$ cat src/fan_duty_consts.vh
// Register map, field positions, reset values and timing counts for fan duty control
`ifndef FAN_DUTY_CONSTS_VH
`define FAN_DUTY_CONSTS_VH

// Register indexes; byte address is four times the index
`define IDX_RAMP_DELAY      8'hBF
`define IDX_ZONE12          8'hC3
`define IDX_ZONE34          8'hC4
`define IDX_THROTTLE        8'hC6
`define IDX_INTERVAL        8'hC7
`define IDX_BINDING         8'hC8
`define IDX_HOT_SHORT       8'hF0
`define IDX_FAN_STATUS      8'hF1

// Field positions
`define HYST_LSB            0
`define FLOOR_LSB           4
`define DUTY_CODE_LSB       0
`define FORCE_CPU1_BIT      6
`define FORCE_CPU2_BIT      7
`define INTERVAL1_LSB       0
`define INTERVAL2_LSB       4
`define REG_RAMP_LSB        0
`define CPU_RAMP_LSB        4
`define SHORT_BIT           0
`define THROTTLE_USED_MASK  8'hCF

// Reset values
`define RST_ZONE12          8'h00
`define RST_ZONE34          8'h00
`define RST_THROTTLE        8'h00
`define RST_INTERVAL        8'h11
`define RST_BINDING         8'h0F
`define RST_RAMP_DELAY      8'h00
`define RST_HOT_SHORT       8'h00

// Timing
`define CLK_HZ              50000000
`define TICK_HZ             22500
`define TICK_DIV            (`CLK_HZ / `TICK_HZ)
`define THROTTLE_PERIOD     80
`define THROTTLE_STEP       5
`define RAMP_STEP_MS        50
`define RAMP_STEP_TICKS     (`RAMP_STEP_MS * `TICK_HZ / 1000)
`define WATCH_BASE_MS       730
`define WATCH_BASE_TICKS    (`WATCH_BASE_MS * `TICK_HZ / 1000)
`define WATCH_MAX_CODE      4'h9

// Duty code table: duty = code * scale, code F is full duty
`define DUTY_CODE_MAX       4'hF
`define DUTY_SCALE          8'h11

`endif

$ cat src/fan_duty_source_and_throttle_ctrl.v
// Fan 1 duty source arbitration, forced throttle pulse train and hot-watch intervals
`timescale 1ns/1ps
`include "fan_duty_consts.vh"
module fan_duty_source_and_throttle_ctrl
#(
    parameter TICK_DIV         = `TICK_DIV,
    parameter RAMP_STEP_TICKS  = `RAMP_STEP_TICKS,
    parameter WATCH_BASE_TICKS = `WATCH_BASE_TICKS
)
(
    input  wire        pclk,
    input  wire        presetn,
    input  wire        psel,
    input  wire        penable,
    input  wire        pwrite,
    input  wire [9:0]  paddr,
    input  wire [31:0] pwdata,
    output reg  [31:0] prdata,
    output reg         pready,
    output reg         pslverr,
    input  wire [31:0] zone_temp,
    input  wire [31:0] zone_base_temp,
    input  wire [15:0] zone_lut_code,
    input  wire        cpu1_hot_in,
    input  wire        cpu2_hot_in,
    input  wire        regulator_hot_in1,
    input  wire        regulator_hot_in2,
    output reg  [7:0]  fan_drive_out1,
    output reg         cpu1_hot_pin_out,
    output reg         cpu1_hot_pin_oe_n,
    output reg         cpu2_hot_pin_out,
    output reg         cpu2_hot_pin_oe_n,
    output reg         cpu1_watch_strobe,
    output reg         cpu2_watch_strobe
);

    // Register file
    reg  [7:0]  zone12_floor_duty_hysteresis;
    reg  [7:0]  zone34_floor_duty_hysteresis;
    reg  [7:0]  throttle_force_control;
    reg  [7:0]  hot_watch_interval;
    reg  [7:0]  fan1_source_binding;
    reg  [7:0]  ramp_delay_control;
    reg  [7:0]  hot_pin_control;

    wire        setup_phase;
    wire        write_done;
    wire [7:0]  reg_index;
    reg  [7:0]  next_rdata;
    reg         next_err;

    assign setup_phase = psel && !penable;
    assign write_done  = psel && penable && pready && pwrite;
    assign reg_index   = paddr[9:2];

    always @*
    begin
        next_rdata = 8'h00;
        next_err   = 1'b0;
        case (reg_index)
            `IDX_RAMP_DELAY: next_rdata = ramp_delay_control;
            `IDX_ZONE12:     next_rdata = zone12_floor_duty_hysteresis;
            `IDX_ZONE34:     next_rdata = zone34_floor_duty_hysteresis;
            `IDX_THROTTLE:   next_rdata = throttle_force_control;
            `IDX_INTERVAL:   next_rdata = hot_watch_interval;
            `IDX_BINDING:    next_rdata = fan1_source_binding;
            `IDX_HOT_SHORT:  next_rdata = hot_pin_control;
            `IDX_FAN_STATUS: next_rdata = fan_drive_out1;
            default:         next_err   = 1'b1;
        endcase
        if (paddr[1:0] != 2'b00)
        begin
            next_err = 1'b1;
        end
    end

    // Answer registered in setup, one access cycle, no wait states
    always @(posedge pclk or negedge presetn)
    begin
        if (!presetn)
        begin
            prdata  <= 32'h0000_0000;
            pready  <= 1'b0;
            pslverr <= 1'b0;
        end
        else if (setup_phase)
        begin
            prdata  <= (pwrite || next_err) ? 32'h0000_0000 : {24'h00_0000, next_rdata};
            pready  <= 1'b1;
            pslverr <= next_err;
        end
        else
        begin
            prdata  <= 32'h0000_0000;
            pready  <= 1'b0;
            pslverr <= 1'b0;
        end
    end

    always @(posedge pclk or negedge presetn)
    begin
        if (!presetn)
        begin
            zone12_floor_duty_hysteresis <= `RST_ZONE12;
            zone34_floor_duty_hysteresis <= `RST_ZONE34;
            throttle_force_control       <= `RST_THROTTLE;
            hot_watch_interval           <= `RST_INTERVAL;
            fan1_source_binding          <= `RST_BINDING;
            ramp_delay_control           <= `RST_RAMP_DELAY;
            hot_pin_control              <= `RST_HOT_SHORT;
        end
        else if (write_done && !pslverr)
        begin
            case (reg_index)
                `IDX_RAMP_DELAY: ramp_delay_control <= pwdata[7:0];
                `IDX_ZONE12:     zone12_floor_duty_hysteresis <= pwdata[7:0];
                `IDX_ZONE34:     zone34_floor_duty_hysteresis <= pwdata[7:0];
                `IDX_THROTTLE:   throttle_force_control <= pwdata[7:0] & `THROTTLE_USED_MASK;
                `IDX_INTERVAL:   hot_watch_interval <= pwdata[7:0];
                `IDX_BINDING:    fan1_source_binding <= pwdata[7:0];
                `IDX_HOT_SHORT:  hot_pin_control <= {7'h00, pwdata[`SHORT_BIT]};
                default:         hot_pin_control <= hot_pin_control;
            endcase
        end
    end

    // Field views
    wire [3:0] autofan_hysteresis12 = zone12_floor_duty_hysteresis[`HYST_LSB +: 4];
    wire [3:0] autofan_hysteresis34 = zone34_floor_duty_hysteresis[`HYST_LSB +: 4];
    wire [3:0] floor_duty_code12    = zone12_floor_duty_hysteresis[`FLOOR_LSB +: 4];
    wire [3:0] floor_duty_code34    = zone34_floor_duty_hysteresis[`FLOOR_LSB +: 4];
    wire [3:0] throttle_duty_code   = throttle_force_control[`DUTY_CODE_LSB +: 4];
    wire       force_throttle_cpu1  = throttle_force_control[`FORCE_CPU1_BIT];
    wire       force_throttle_cpu2  = throttle_force_control[`FORCE_CPU2_BIT];
    wire [3:0] cpu1_watch_interval  = hot_watch_interval[`INTERVAL1_LSB +: 4];
    wire [3:0] cpu2_watch_interval  = hot_watch_interval[`INTERVAL2_LSB +: 4];
    wire [3:0] cpu_hot_ramp_delay   = ramp_delay_control[`CPU_RAMP_LSB +: 4];
    wire [3:0] regulator_ramp_delay = ramp_delay_control[`REG_RAMP_LSB +: 4];
    wire       hot_pin_short_enable = hot_pin_control[`SHORT_BIT];

    // Internal 22.5 kHz tick
    reg  [15:0] tick_div;
    reg         tick;

    always @(posedge pclk or negedge presetn)
    begin
        if (!presetn)
        begin
            tick_div <= 16'h0000;
            tick     <= 1'b0;
        end
        else if (tick_div == TICK_DIV[15:0] - 16'h0001)
        begin
            tick_div <= 16'h0000;
            tick     <= 1'b1;
        end
        else
        begin
            tick_div <= tick_div + 16'h0001;
            tick     <= 1'b0;
        end
    end

    // Forced throttle pulse train
    reg  [6:0] throttle_phase;
    reg        force_prev1;
    reg        force_prev2;
    wire       force_rise;
    wire [6:0] asserted_ticks;
    wire       pulse_on;
    wire       drive_cpu1;
    wire       drive_cpu2;

    assign force_rise     = (force_throttle_cpu1 && !force_prev1)
                          || (force_throttle_cpu2 && !force_prev2);
    assign asserted_ticks = 7'd`THROTTLE_STEP * ({3'b000, throttle_duty_code} + 7'd1);
    assign pulse_on       = throttle_phase < asserted_ticks;
    assign drive_cpu1     = pulse_on && (force_throttle_cpu1
                          || (hot_pin_short_enable && force_throttle_cpu2));
    assign drive_cpu2     = pulse_on && (force_throttle_cpu2
                          || (hot_pin_short_enable && force_throttle_cpu1));

    always @(posedge pclk or negedge presetn)
    begin
        if (!presetn)
        begin
            throttle_phase <= 7'd0;
            force_prev1    <= 1'b0;
            force_prev2    <= 1'b0;
        end
        else
        begin
            force_prev1 <= force_throttle_cpu1;
            force_prev2 <= force_throttle_cpu2;
            if (force_rise)
            begin
                throttle_phase <= 7'd0;
            end
            else if (tick)
            begin
                if (throttle_phase == 7'd`THROTTLE_PERIOD - 7'd1)
                begin
                    throttle_phase <= 7'd0;
                end
                else
                begin
                    throttle_phase <= throttle_phase + 7'd1;
                end
            end
        end
    end

    // Active-low open-drain hot pins: pulled low while oe_n is low
    always @(posedge pclk or negedge presetn)
    begin
        if (!presetn)
        begin
            cpu1_hot_pin_out  <= 1'b0;
            cpu1_hot_pin_oe_n <= 1'b1;
            cpu2_hot_pin_out  <= 1'b0;
            cpu2_hot_pin_oe_n <= 1'b1;
        end
        else
        begin
            cpu1_hot_pin_out  <= 1'b0;
            cpu1_hot_pin_oe_n <= !drive_cpu1;
            cpu2_hot_pin_out  <= 1'b0;
            cpu2_hot_pin_oe_n <= !drive_cpu2;
        end
    end

    // Hot input monitoring intervals; reserved codes act as the longest one
    reg  [23:0] watch_count1;
    reg  [23:0] watch_count2;
    wire [3:0]  watch_code1;
    wire [3:0]  watch_code2;
    wire [23:0] watch_limit1;
    wire [23:0] watch_limit2;
    wire        interval_write;

    assign watch_code1  = (cpu1_watch_interval > `WATCH_MAX_CODE) ? `WATCH_MAX_CODE
                        : cpu1_watch_interval;
    assign watch_code2  = (cpu2_watch_interval > `WATCH_MAX_CODE) ? `WATCH_MAX_CODE
                        : cpu2_watch_interval;
    assign watch_limit1 = WATCH_BASE_TICKS[23:0] << watch_code1;
    assign watch_limit2 = WATCH_BASE_TICKS[23:0] << watch_code2;
    assign interval_write = write_done && !pslverr && (reg_index == `IDX_INTERVAL);

    always @(posedge pclk or negedge presetn)
    begin
        if (!presetn)
        begin
            watch_count1      <= 24'h00_0000;
            watch_count2      <= 24'h00_0000;
            cpu1_watch_strobe <= 1'b0;
            cpu2_watch_strobe <= 1'b0;
        end
        else
        begin
            cpu1_watch_strobe <= 1'b0;
            cpu2_watch_strobe <= 1'b0;
            if (interval_write)
            begin
                watch_count1 <= 24'h00_0000;
                watch_count2 <= 24'h00_0000;
            end
            else if (tick)
            begin
                if (watch_count1 >= watch_limit1 - 24'h00_0001)
                begin
                    watch_count1      <= 24'h00_0000;
                    cpu1_watch_strobe <= 1'b1;
                end
                else
                begin
                    watch_count1 <= watch_count1 + 24'h00_0001;
                end
                if (watch_count2 >= watch_limit2 - 24'h00_0001)
                begin
                    watch_count2      <= 24'h00_0000;
                    cpu2_watch_strobe <= 1'b1;
                end
                else
                begin
                    watch_count2 <= watch_count2 + 24'h00_0001;
                end
            end
        end
    end

    // Zone duty requests through the lookup step and floor duty
    wire [15:0] zone_code;

    genvar z;
    generate
        for (z = 0; z < 4; z = z + 1)
        begin : zones
            zone_step_hold u_zone
            (
                .pclk       (pclk),
                .presetn    (presetn),
                .temp       (zone_temp[8*z +: 8]),
                .base_temp  (zone_base_temp[8*z +: 8]),
                .lut_code   (zone_lut_code[4*z +: 4]),
                .hysteresis ((z < 2) ? autofan_hysteresis12 : autofan_hysteresis34),
                .floor_code ((z < 2) ? floor_duty_code12 : floor_duty_code34),
                .code       (zone_code[4*z +: 4])
            );
        end
    endgenerate

    // Hot input ramp engines: cpu1, cpu2, regulator1, regulator2
    wire [3:0]  hot_level  = {regulator_hot_in2, regulator_hot_in1, cpu2_hot_in, cpu1_hot_in};
    wire [15:0] ramp_code;

    genvar r;
    generate
        for (r = 0; r < 4; r = r + 1)
        begin : ramps
            reg  [3:0]  level;
            reg  [15:0] wait_ticks;
            wire [3:0]  delay_code = (r < 2) ? cpu_hot_ramp_delay : regulator_ramp_delay;
            wire [15:0] step_ticks = delay_code * RAMP_STEP_TICKS[11:0];
            wire        step_due   = tick && (wait_ticks >= step_ticks - 16'h0001);

            assign ramp_code[4*r +: 4] = level;

            always @(posedge pclk or negedge presetn)
            begin
                if (!presetn)
                begin
                    level      <= 4'h0;
                    wait_ticks <= 16'h0000;
                end
                else if (delay_code == 4'h0)
                begin
                    level      <= hot_level[r] ? `DUTY_CODE_MAX : 4'h0;
                    wait_ticks <= 16'h0000;
                end
                else if (step_due)
                begin
                    wait_ticks <= 16'h0000;
                    if (hot_level[r] && level != `DUTY_CODE_MAX)
                    begin
                        level <= level + 4'h1;
                    end
                    else if (!hot_level[r] && level != 4'h0)
                    begin
                        level <= level - 4'h1;
                    end
                end
                else if (tick)
                begin
                    wait_ticks <= wait_ticks + 16'h0001;
                end
            end
        end
    endgenerate

    // Largest request among bound sources wins
    reg [3:0] next_code;
    integer   k;

    always @*
    begin
        next_code = 4'h0;
        for (k = 0; k < 4; k = k + 1)
        begin
            if (fan1_source_binding[k] && zone_code[4*k +: 4] > next_code)
            begin
                next_code = zone_code[4*k +: 4];
            end
            if (fan1_source_binding[k+4] && ramp_code[4*k +: 4] > next_code)
            begin
                next_code = ramp_code[4*k +: 4];
            end
        end
    end

    always @(posedge pclk or negedge presetn)
    begin
        if (!presetn)
        begin
            fan_drive_out1 <= 8'h00;
        end
        else
        begin
            fan_drive_out1 <= {4'h0, next_code} * `DUTY_SCALE;
        end
    end

endmodule

$ cat src/zone_step_hold.v
// One temperature zone: floor duty below base, lookup step with hysteresis above
`timescale 1ns/1ps
module zone_step_hold
(
    input  wire       pclk,
    input  wire       presetn,
    input  wire [7:0] temp,
    input  wire [7:0] base_temp,
    input  wire [3:0] lut_code,
    input  wire [3:0] hysteresis,
    input  wire [3:0] floor_code,
    output reg  [3:0] code
);

    reg  [7:0] edge_temp;
    wire [8:0] temp_plus_hyst;

    assign temp_plus_hyst = {1'b0, temp} + {5'h00, hysteresis};

    always @(posedge pclk or negedge presetn)
    begin
        if (!presetn)
        begin
            code      <= 4'h0;
            edge_temp <= 8'h00;
        end
        else if (temp < base_temp)
        begin
            code      <= floor_code;
            edge_temp <= temp;
        end
        else if (lut_code > code)
        begin
            code      <= lut_code;
            edge_temp <= temp;
        end
        else if ((lut_code < code) && (temp_plus_hyst < {1'b0, edge_temp}))
        begin
            // Step down only once temperature falls hysteresis below the step edge
            code      <= lut_code;
            edge_temp <= temp;
        end
    end

endmodule
$ cat config.mk
export PLATFORM = sky130hd
export DESIGN_NAME = fan_duty_source_and_throttle_ctrl
export DESIGN_NICKNAME = d
export VERILOG_FILES = /design/src/fan_duty_source_and_throttle_ctrl.v /design/src/zone_step_hold.v
export VERILOG_INCLUDE_DIRS = /design/src /design/src/src
export SDC_FILE = /design/constraint.sdc
export NUM_CORES = 1
export LEC_CHECK = 0
export ABC_AREA = 1
export BUFFER_PORTS_ARGS = -buffer_cell sky130_fd_sc_hd__buf_4
export CORE_MARGIN = 3
export CORE_UTILIZATION = 63
export CTS_BUF_LIST = sky130_fd_sc_hd__clkbuf_8
export CTS_CLUSTER_SIZE = 28
export DETAILED_ROUTE_END_ITERATION = 8
export GPL_ROUTABILITY_DRIVEN = 0
export HOLD_SLACK_MARGIN = 0.15
export PLACE_DENSITY = 0.86
export SLEW_MARGIN = 25
export SYNTH_ARGS = -nofsm -noshare
export SYNTH_HDL_FRONTEND = slang
export SYNTH_SLANG_ARGS = --single-unit
$ cat constraint.sdc
create_clock -name pclk -period 7.51 [get_ports pclk]
set_input_delay 1.1265 -clock pclk [delete_from_list [all_inputs] [get_ports pclk]]
set_output_delay 1.1265 -clock pclk [all_outputs]
set_load 0.05 [all_outputs]
**Word-level counts from Yosys, hierarchy flattened**

Cells that the tools add are included.

- Register bits after elaboration: 295
- Output and inout bits: 48
- Input bits: 131
- Logic and storage cells: 293

- Reduce and logical (&&, ||, !) cells: 87
- Shifts and indexed selects: 2
- Add/subtract/negate cells: 25
- Eq/ne operators: 14
- Multiply operators: 4
- Multiplexer cells: 90
- $lt $le $gt $ge: 33

Operators by type and width:

| kind | count |
|---|---|
| $mux 16 | 13 |
| $mux 4 | 42 |
| $mux 24 | 6 |
| $mux 8 | 14 |
| $add 16x1->16 const B | 5 |
| $eq 8x8->1 const B | 8 |
| $ge 16x16->1 | 4 |
| $pmux 8 s8 | 1 |
| $add 24x1->24 const B | 2 |
| $ge 24x24->1 | 2 |
| $shl 15x4->24 const A | 2 |
| $sub 24x1->24 const B | 2 |
| $gt 4x4->1 | 11 |
| $add 8x4->9 | 4 |
| $logic_and 1x1->1 | 36 |
| $lt 9x8->1 | 4 |
| $reduce_bool 3->1 | 12 |
| $lt 8x8->1 | 4 |
| $sub 15x1->16 const B | 2 |
| $mul 4x11->15 const B | 2 |
| $reduce_and 2->1 | 11 |
| $mux 7 | 3 |
| $add 4x1->4 const B | 4 |
| $eq 16x12->1 const B | 1 |
| other kinds (18) | 60 |

**Longest topological paths before layout**

Gate-level depths: netlist (run 1).

- Word-level depth: 25
- Gate-level depth with buffers: 64
- Gate-level depth less buffers: 64

**By module**

Synthesis (run 1) repeated with hierarchy kept, for this count alone.

- Cell total of the unflattened synthesis: 2971
- Area total of the unflattened synthesis: 22705.5 µm²

By module, submodules not included:

| module | seq. area each (µm²) | cells an instance | times used | area each (µm²) |
|---|---|---|---|---|
| fan_duty_source_and_throttle_ctrl | 5490.3 | 2255 | 1 | 17624.4 |
| zone_step_hold (zones[0].u_zone ...) | 300.3 | 180 | 3 | 1281.2 |
| zone_step_hold (zones[3].u_zone) | 300.3 | 176 | 1 | 1237.4 |

**Worst setup path after synthesis (run 1)**

OpenSTA, ideal clock, no wires.

- Path type: register to register
- From: register fan1_source_binding[0]
- To: register fan_drive_out1[5]
- Setup slack: 0.720 ns
- Arrival time: 6.669 ns
- Stages on the path, launching flop included: 61
- Setup time: 0.121 ns
- Data required time: 7.389 ns
- Cell sequence: dfstp_2 > nand3_1 > ha_1 > nand2_1 > nor2_2 > nor2_4 > nand2_4 > nand2_1 > o21ai_0 > ha_1 > inv_1 > o21bai_1 > inv_2 > nand2_2 > nand2_4 > nand2_1 > o21ai_0 > ha_1 > [25 not listed] > inv_1 > nand2_1 > inv_1 > nand2_2 > nand2_4 > nand2_1 > nand2_1 > nand2_1 > ha_1 > inv_1 > nor2_1 > nor2_1 > o21ai_0 > nand2_1 > nor2_1 > inv_1 > nand3_1 > o21ai_1

- Longest elaborated chain between the ends: 24

Ends and longest elaborated chain:

| item | RTL line | text |
|---|---|---|
| from (decl) | fan_duty_source_and_throttle_ctrl.v:42 | `reg [7:0] fan1_source_binding;` |
| from (signal assigned) | fan_duty_source_and_throttle_ctrl.v:108 | `` fan1_source_binding <= `RST_BINDING; `` |
| from (signal assigned) | fan_duty_source_and_throttle_ctrl.v:120 | `` `IDX_BINDING: fan1_source_binding <= pwdata[7:0]; `` |
| $logic_and 1x1->1 (*) | fan_duty_source_and_throttle_ctrl.v:369 | `if (fan1_source_binding[k] && zone_code[4*k +: 4] > next_code)` |
| $mux 4 (*) | fan_duty_source_and_throttle_ctrl.v:369 |  |
| $gt 4x4->1 | fan_duty_source_and_throttle_ctrl.v:373 | `if (fan1_source_binding[k+4] && ramp_code[4*k +: 4] > next_code)` |
| $logic_and 1x1->1 | fan_duty_source_and_throttle_ctrl.v:373 |  |
| $mux 4 (*) | fan_duty_source_and_throttle_ctrl.v:373 |  |
| $gt 4x4->1 | fan_duty_source_and_throttle_ctrl.v:369 |  |
| $logic_and 1x1->1 | fan_duty_source_and_throttle_ctrl.v:369 |  |
| $mux 4 (*) | fan_duty_source_and_throttle_ctrl.v:369 |  |
| [9 not listed] | -- |  |
| $gt 4x4->1 | fan_duty_source_and_throttle_ctrl.v:369 |  |
| $logic_and 1x1->1 | fan_duty_source_and_throttle_ctrl.v:369 |  |
| $mux 4 (*) | fan_duty_source_and_throttle_ctrl.v:369 |  |
| $gt 4x4->1 | fan_duty_source_and_throttle_ctrl.v:373 |  |
| $logic_and 1x1->1 | fan_duty_source_and_throttle_ctrl.v:373 |  |
| $mux 4 (*) | fan_duty_source_and_throttle_ctrl.v:373 |  |
| via next_code[1] | fan_duty_source_and_throttle_ctrl.v:361 | `reg [3:0] next_code;` |
| $mul 4x5->8 (no source line) (*) | -- |  |
| to (signal assigned) | fan_duty_source_and_throttle_ctrl.v:388 | `` fan_drive_out1 <= {4'h0, next_code} * `DUTY_SCALE; `` |
| to (decl) | fan_duty_source_and_throttle_ctrl.v:28 | `output reg [7:0] fan_drive_out1,` |

Mark *: on every way through the listed nets, which the timed path passes. The rest lies on a longest branch.
A chain may end at the register's enable or synchronous reset.

**Final worst setup path (run 1)**

- From: register fan1_source_binding[0]
- To: register fan_drive_out1[4]

Same word-level chain as after synthesis.

==> results.ini, run 1 <==
[cts]
cts_buffers=48
cts-hold-fix-buffers=0
worstSkewPairLatency_ns=0.60
cts.htree.levels=2
cts-root-buf=clkbuf_8
cts_tree=built
cts.clk_slew.worst_paths_ns=0.07
clockBufferDepth=3
cts_num_sinks=267

[worst_setup_path]
crit_type=reg -> reg
required_ns=7.98
cpMaxStageDelayCell=dfstp_2
critPathLaunchType=flip-flop
end_kind=flip-flop
critPathArrivalTime_ns=8.11
worst_r2r_path_depth=59
worstPathMaxFanout=8
max_stage_delay_ns=0.66

[route]
drtIter0Drc=1839
vias=20560
dr.pass1.iters=8
antenna_left=0
wl_um=58800
drc=0
viasPerCell=5.94
wire_per_inst_um=17.0

[outcome]
violations=setup timing
status=finished, violations left

[die]
die_y_um=193
coreArea_sq_um=34000
io_pins=179
rows=67
die_x_um=193
floorplan.initialDensity=0.647
die_area_sq_um=37100

[yosys]
synthTopCellsByArea=dfrtp_1 (30%), ha_1 (18%), inv_1 (8.5%)
ys_seq_area_frac=0.305
synth_cells=2806
synth_edf_count=0
synth_fa_ha_area_frac=0.192
synth-xor-area-share=0.0598
yosys_warnings=0
synth_cell_type_count=59
ys_ff_latch=267
synth_top_family_by_area=adder cells
synth_top_area_cell=dfrtp_1
synthFlopType=dfrtp_1
syn_area_per_cell_sq_um=7.82
synth_compound_area_frac=0.153
synthArstFlopShare=1.00
synth_top_area_share=0.295
synthMuxAreaShare=0
netlist_area_sq_um=22000
synthSimpleGateAreaFrac=0.186

[layout]
area_delta_synth_final_pct=12.9
nets=3436
final-instance-count-excl-fill=3459
drive_above_1_share=0.114
antenna_cells=0
fillers=2431

[sta]
finalWorstSetupSlack_ns=-0.129
fmaxAchievable_ghz=0.131
finalClockSkew_ns=0.0284
finalCritPeriodShare=1.02
slew_violations=0
slew_headroom=0.298
setup_viol=4
hold_viol=0
tightest_slew_ns=1.04
period_minus_slack_ns=7.64

[power]
ir_drop_uv=143
fin_total_pwr_w=0.00364
p_leak_nw=12.5
p_per_area_nw_per_um2=147

[global_route]
antenna_found_initial=0
grt_pass1_vias=19624
gr-total-overflow=0
grt_max_degree=77
grt_pass1_wl_um=92400
grt.total_usage=0.303

[placed_design]
dpl.cell_count=3350
hpwl_um=43200
port_buffers=128

[hold_path]
hold_path_depth=0
min_path_type=reg -> reg

[job]
drv_cap=0

## kinds of logic after synthesis
logic type / count (synthesis)
flip-flops: 267
adder cells (fa/ha/maj): 327
other: 1
AO/OA/AOI/OAI: 570
buffers and inverters: 576
AND/OR/NAND/NOR: 915
XOR/XNOR: 150
## per-layer routing
metal  up-vias  wire length, um  global-route usage
met5         -                0                   0
met4         0             3110               0.141
met3       264             4870              0.0458
met2       993            27400               0.501
met1      9617            23400               0.391
li1       9686                -                   -
## where the power goes
part / switching [W] / internal (W) / total (W)
Combinational: 0.000402 / 0.000231 / 0.000633
Sequential: 0.0000419 / 0.00150 / 0.00154
Clock: 0.000639 / 0.000827 / 0.00147
## area by class of cell
cell class	instances	area (sq um)	area share
flip-flops and latches	267	6690	0.270
inverters	508	1910	0.0769
clock inverters	22	171	0.00691
clock buffers	61	840	0.0339
multi-input cells	1988	13400	0.539
well taps	448	561	0.0226
repair buffers	165	1250	0.0504
## stage by stage
step / area (sq um) / util / setup TNS [ns] / hold WS, ns / setup slack [ns]
detailed placement: 23300 / 0.686 / -0.447 / 0.391 / -0.118
global route: 24800 / 0.730 / -2.27 / 0.416 / -0.576
global placement: 23300 / 0.686 / 0 / 0.384 / 0.164
CTS: 24300 / 0.716 / 0 / 0.403 / 0.0111
finish: 24800 / 0.730 / -0.487 / 0.402 / -0.129
floorplan: 22000 / - / 0 / 0.374 / 0.720
## flip-flops by register name, indices dropped and copies added (netlist names), 8 cells and up
name                          cells
hot_watch_interval                8
zones.u_zone.code                16
fan1_source_binding               8
watch_count1                     24
zone12_floor_duty_hysteresis      8
tick_div                         16
watch_count2                     24
prdata                            8
ramps.level                      16
zone34_floor_duty_hysteresis      8
zones.u_zone.edge_temp           32
ramp_delay_control                8
ramps.wait_ticks                 64
## cells in the mapped netlist (all sizes together), types with 25 or more instances
library cell    n
inv           505
nand2         463
ha            310
dfrtp         259
o21ai         208
nor2          167
nand3         157
a21oi         142
xor2          106
o22ai          71
nor3           48
xnor2          44
clkbuf         37
nand4          34
buf            31
nor4           25
o21a           25
## placed cells by master (no fill, tap or decap), drive strengths merged, types with 61 or more instances in the layout
cell | Yosys | routed
clkbuf | 37 | 61
ha | 310 | 310
o21ai | 208 | 208
o22ai | 71 | 71
inv | 505 | 520
a21oi | 142 | 142
xor2 | 106 | 106
buf | 31 | 165
nand3 | 157 | 157
nand2 | 463 | 463
nor2 | 167 | 167
dfrtp | 259 | 259
## final timing paths
| path | startpoint | end | slack (ns) |
|---|---|---|---|
| setup / recovery | fan1_source_binding[0] | fan_drive_out1[4] | -0.13 |
| hold / removal | throttle_force_control[6] | force_prev1 | 0.40 |
| setup reg to reg | fan1_source_binding[0] | fan_drive_out1[4] | -0.13 |
| hold reg to reg | throttle_force_control[6] | force_prev1 | 0.40 |
| max in group asynchronous | presetn | zones[0].u_zone.edge_temp[4] | 5.76 |
| min in group asynchronous | presetn | ramps[1].level[1] | 0.50 |
## worst max-delay path: cells and delay by family (launching register included)
kind,cells,cell delay (ns)
and+or+nand+nor,30,2.81
adders and majority gates,7,2.04
AOI/OAI and AO/OA,10,1.18
buffers and inverters,12,0.78
DFF,1,0.66
## repair_timing
item / in CTS / in global routing
resized for setup: 6 / 64
pin swaps: 0 / 33
setup buffers: 0 / 26
endpoints found under the setup margin: 4 / 4
(Power assumes the default switching activity.)
==> run 2, diff against run 1 <==
--- a/config.mk
+++ b/config.mk
@@ -9,13 +9,14 @@
 export ABC_AREA = 1
 export BUFFER_PORTS_ARGS = -buffer_cell sky130_fd_sc_hd__buf_4
 export CORE_MARGIN = 3
-export CORE_UTILIZATION = 63
+export CORE_UTILIZATION = 30
 export CTS_BUF_LIST = sky130_fd_sc_hd__clkbuf_8
 export CTS_CLUSTER_SIZE = 28
 export DETAILED_ROUTE_END_ITERATION = 8
 export GPL_ROUTABILITY_DRIVEN = 0
 export HOLD_SLACK_MARGIN = 0.15
-export PLACE_DENSITY = 0.86
+export PLACE_DENSITY = 0.49
+export REMOVE_ABC_BUFFERS = 1
 export SLEW_MARGIN = 25
 export SYNTH_ARGS = -nofsm -noshare
 export SYNTH_HDL_FRONTEND = slang
==> run 2 against run 1 <==
  * The flow now finishes without violations
  * Clock-buffer cell count increased by 11
  * Utilization decreased by 37 points
  * Die area increased by 110%
  * Wire length increased by 2.1%
  * Critical path depth decreased by 2
  * Via count decreased by 9.4%
  * Critical path type unchanged
==> results.ini, run 2 (synthesized netlist as in run 1, its figures left out) <==
[global_route]
grt.total_usage=0.155  ; -0.148
antenna_found_initial=5  ; +5
grt_pass1_wl_um=97300  ; +5.3%
grt_max_degree=132  ; +71%
gr-total-overflow=0  ; unchanged
grt_pass1_vias=18133  ; -7.6%

[cts]
cts-root-buf=clkbuf_8
cts_tree=built
clockBufferDepth=3  ; unchanged
worstSkewPairLatency_ns=0.66  ; +0.06 ns
cts_buffers=55  ; +15%
cts.htree.levels=2  ; unchanged
cts.clk_slew.worst_paths_ns=0.06  ; about the same
cts_num_sinks=267  ; unchanged

[worst_setup_path]
crit_path_frequent_cell=nand2_4
max_stage_delay_ns=0.64  ; -0.02 ns
timing.rr.end=fan_drive_out1[5]
critPathLaunchType=flip-flop
crit_start=fan1_source_binding[0]
r2r_setup_slack_ns=0.38  ; +0.51 ns
worstPathMaxFanout=8  ; unchanged
worst_r2r_path_depth=57  ; -3.4%
cp_num_cells=57  ; -3.4%
cp-endpoint=fan_drive_out1[5]
critPathBufInv=10  ; -2
end_kind=flip-flop
cpMaxStageDelayCell=dfstp_2
required_ns=8.03  ; +0.05 ns
cp_top_family=simple AND/OR/NAND/NOR gates
crit_type=reg -> reg
r2r_start=fan1_source_binding[0]
critPathArrivalTime_ns=7.66  ; -0.45 ns

[route]
drtIter0Drc=981  ; -47%
met2_length_um=26500  ; -3.2%
drc=0  ; unchanged
wire_per_inst_um=15.1  ; -11%
wl_met3_um=2670  ; -45%
wl_um=60100  ; +2.1%
wl_met1_um=29700  ; +27%
vias=18628  ; -9.4%
antenna_left=0  ; unchanged
maxUsedRoutingLayer=met5
viasPerCell=4.68  ; -21%
dr.pass1.iters=5  ; -3

[layout]
drive_above_1_share=0.118  ; +0.00328
final_common_cell=inv_1
fillers=7551  ; +210%
nets=3442  ; +0.17%
mostFrequentLayoutCells=inv_1 (515), nand2_1 (428), ha_1 (305)
top_register=ramps.wait_ticks
area_delta_synth_final_pct=16.8
largest_reg_flops=64  ; unchanged
top_regs=ramps.wait_ticks (64), zones.u_zone.edge_temp (32)

[die]
io_pins=179  ; unchanged
rows=98  ; +46%
die_area_sq_um=76500  ; +110%
coreArea_sq_um=72000  ; +110%
die_x_um=277  ; +44%
floorplan.initialDensity=0.305  ; -0.342
die_y_um=277  ; +44%

[sta]
slew_violations=0  ; unchanged
period_minus_slack_ns=7.13  ; -0.507 ns
hold_ws_ns=0.404  ; +0.00227 ns
tightest_slew_ns=0.975  ; -0.0701 ns
setup_viol=0  ; -4
fmaxAchievable_ghz=0.140  ; +7.1%
slew_headroom=0.333  ; +0.0353
finalCritPeriodShare=0.950  ; -0.0675
finalClockSkew_ns=0.0318  ; +0.00342 ns
finalWorstSetupSlack_ns=0.378  ; +0.507 ns
hold_viol=0  ; unchanged

[job]
drv_cap=0  ; unchanged

[placed_design]
port_buffers=128  ; unchanged
place_worst_setup_slack_ns=-0.0808  ; +0.0374 ns
hpwl_um=46100  ; +6.6%

[power]
ir_drop_uv=96.9  ; -32%
p_per_area_nw_per_um2=147  ; +0.52%
p_leak_nw=12.6  ; +1.3%

[hold_path]
min_path_type=in -> async

[outcome]
status=finished, final reports clean

[run 2: cell types whose count changed in the layout (fill, tap and decap cells not counted), sizes merged]
cell	previous run	this run
clkbuf	61	72
diode	0	4
inv	520	527
bufinv	3	2
clkinv	5	8
buf	165	164
clkinvlp	2	1
[run 2: how the worst min path moves through the flow]
stage,from,endpoint,cells after the start
global route,presetn,tick_div[3],1
finish,presetn,tick_div[3],1
global placement,throttle_force_control[6],force_prev1,0
floorplan,throttle_force_control[6],force_prev1,0
detailed placement,throttle_force_control[6],force_prev1,0
CTS,presetn,tick_div[3],1
[run 2: report_power, final]
group	switching [W]	total (W)	internal, W
Clock	0.000710	0.00163	0.000921
Combinational	0.000380	0.000611	0.000230
Sequential	0.0000399	0.00154	0.00150
[run 2: timing repair]
action / CTS / global route
gates resized for setup: 4 / 72
setup endpoints to repair: 4 / 4
setup buffers: 0 / 22
hold buffers: 0 / 0
hold endpoints to repair: 0 / 0
pin swaps: 0 / 40
[run 2: layout make-up]
class	instances	area (sq um)	share of cell area
Timing Repair Buffer	164	1250	0.0488
Clock buffer	72	991	0.0387
Sequential cell	267	6690	0.261
Inverter	508	1910	0.0744
Antenna cell	4	10.0	0.000390
Multi-Input combinational cell	1988	13400	0.523
Clock inverter	30	180	0.00703
Tap cell	950	1190	0.0464
[run 2: through the flow]
step	util	std cells	area (sq um)	total power (W)	TNS [ns]
detailed placement	0.333	3855	24000	0.00214	-0.292
global placement	0.333	3855	24000	0.00214	-0.347
finish	0.356	3983	25600	0.00378	0
CTS	0.349	3957	25100	0.00383	0
global route	0.356	3980	25600	0.00403	-0.522
floorplan	-	2763	21700	0.00193	0
[run 2: layer usage]
| layer | vias to the layer above | global-route usage |
|---|---|---|
| li1 | 9699 | - |
| met1 | 8596 | 0.216 |
| met2 | 263 | 0.246 |
| met3 | 68 | 0.0293 |
| met4 | 2 | 0.0413 |
| met5 | - | 0 |
[run 2: worst reg2reg max path, delay by kind of cell, from the launching register on]
kind                     cells  cell delay [ns]
AO/OA/AOI/OAI                9             1.02
flip-flops                   1             0.64
AND/OR/NAND/NOR             31             2.76
buffers and inverters       10             0.61
adder cells (fa/ha/maj)      7             1.99
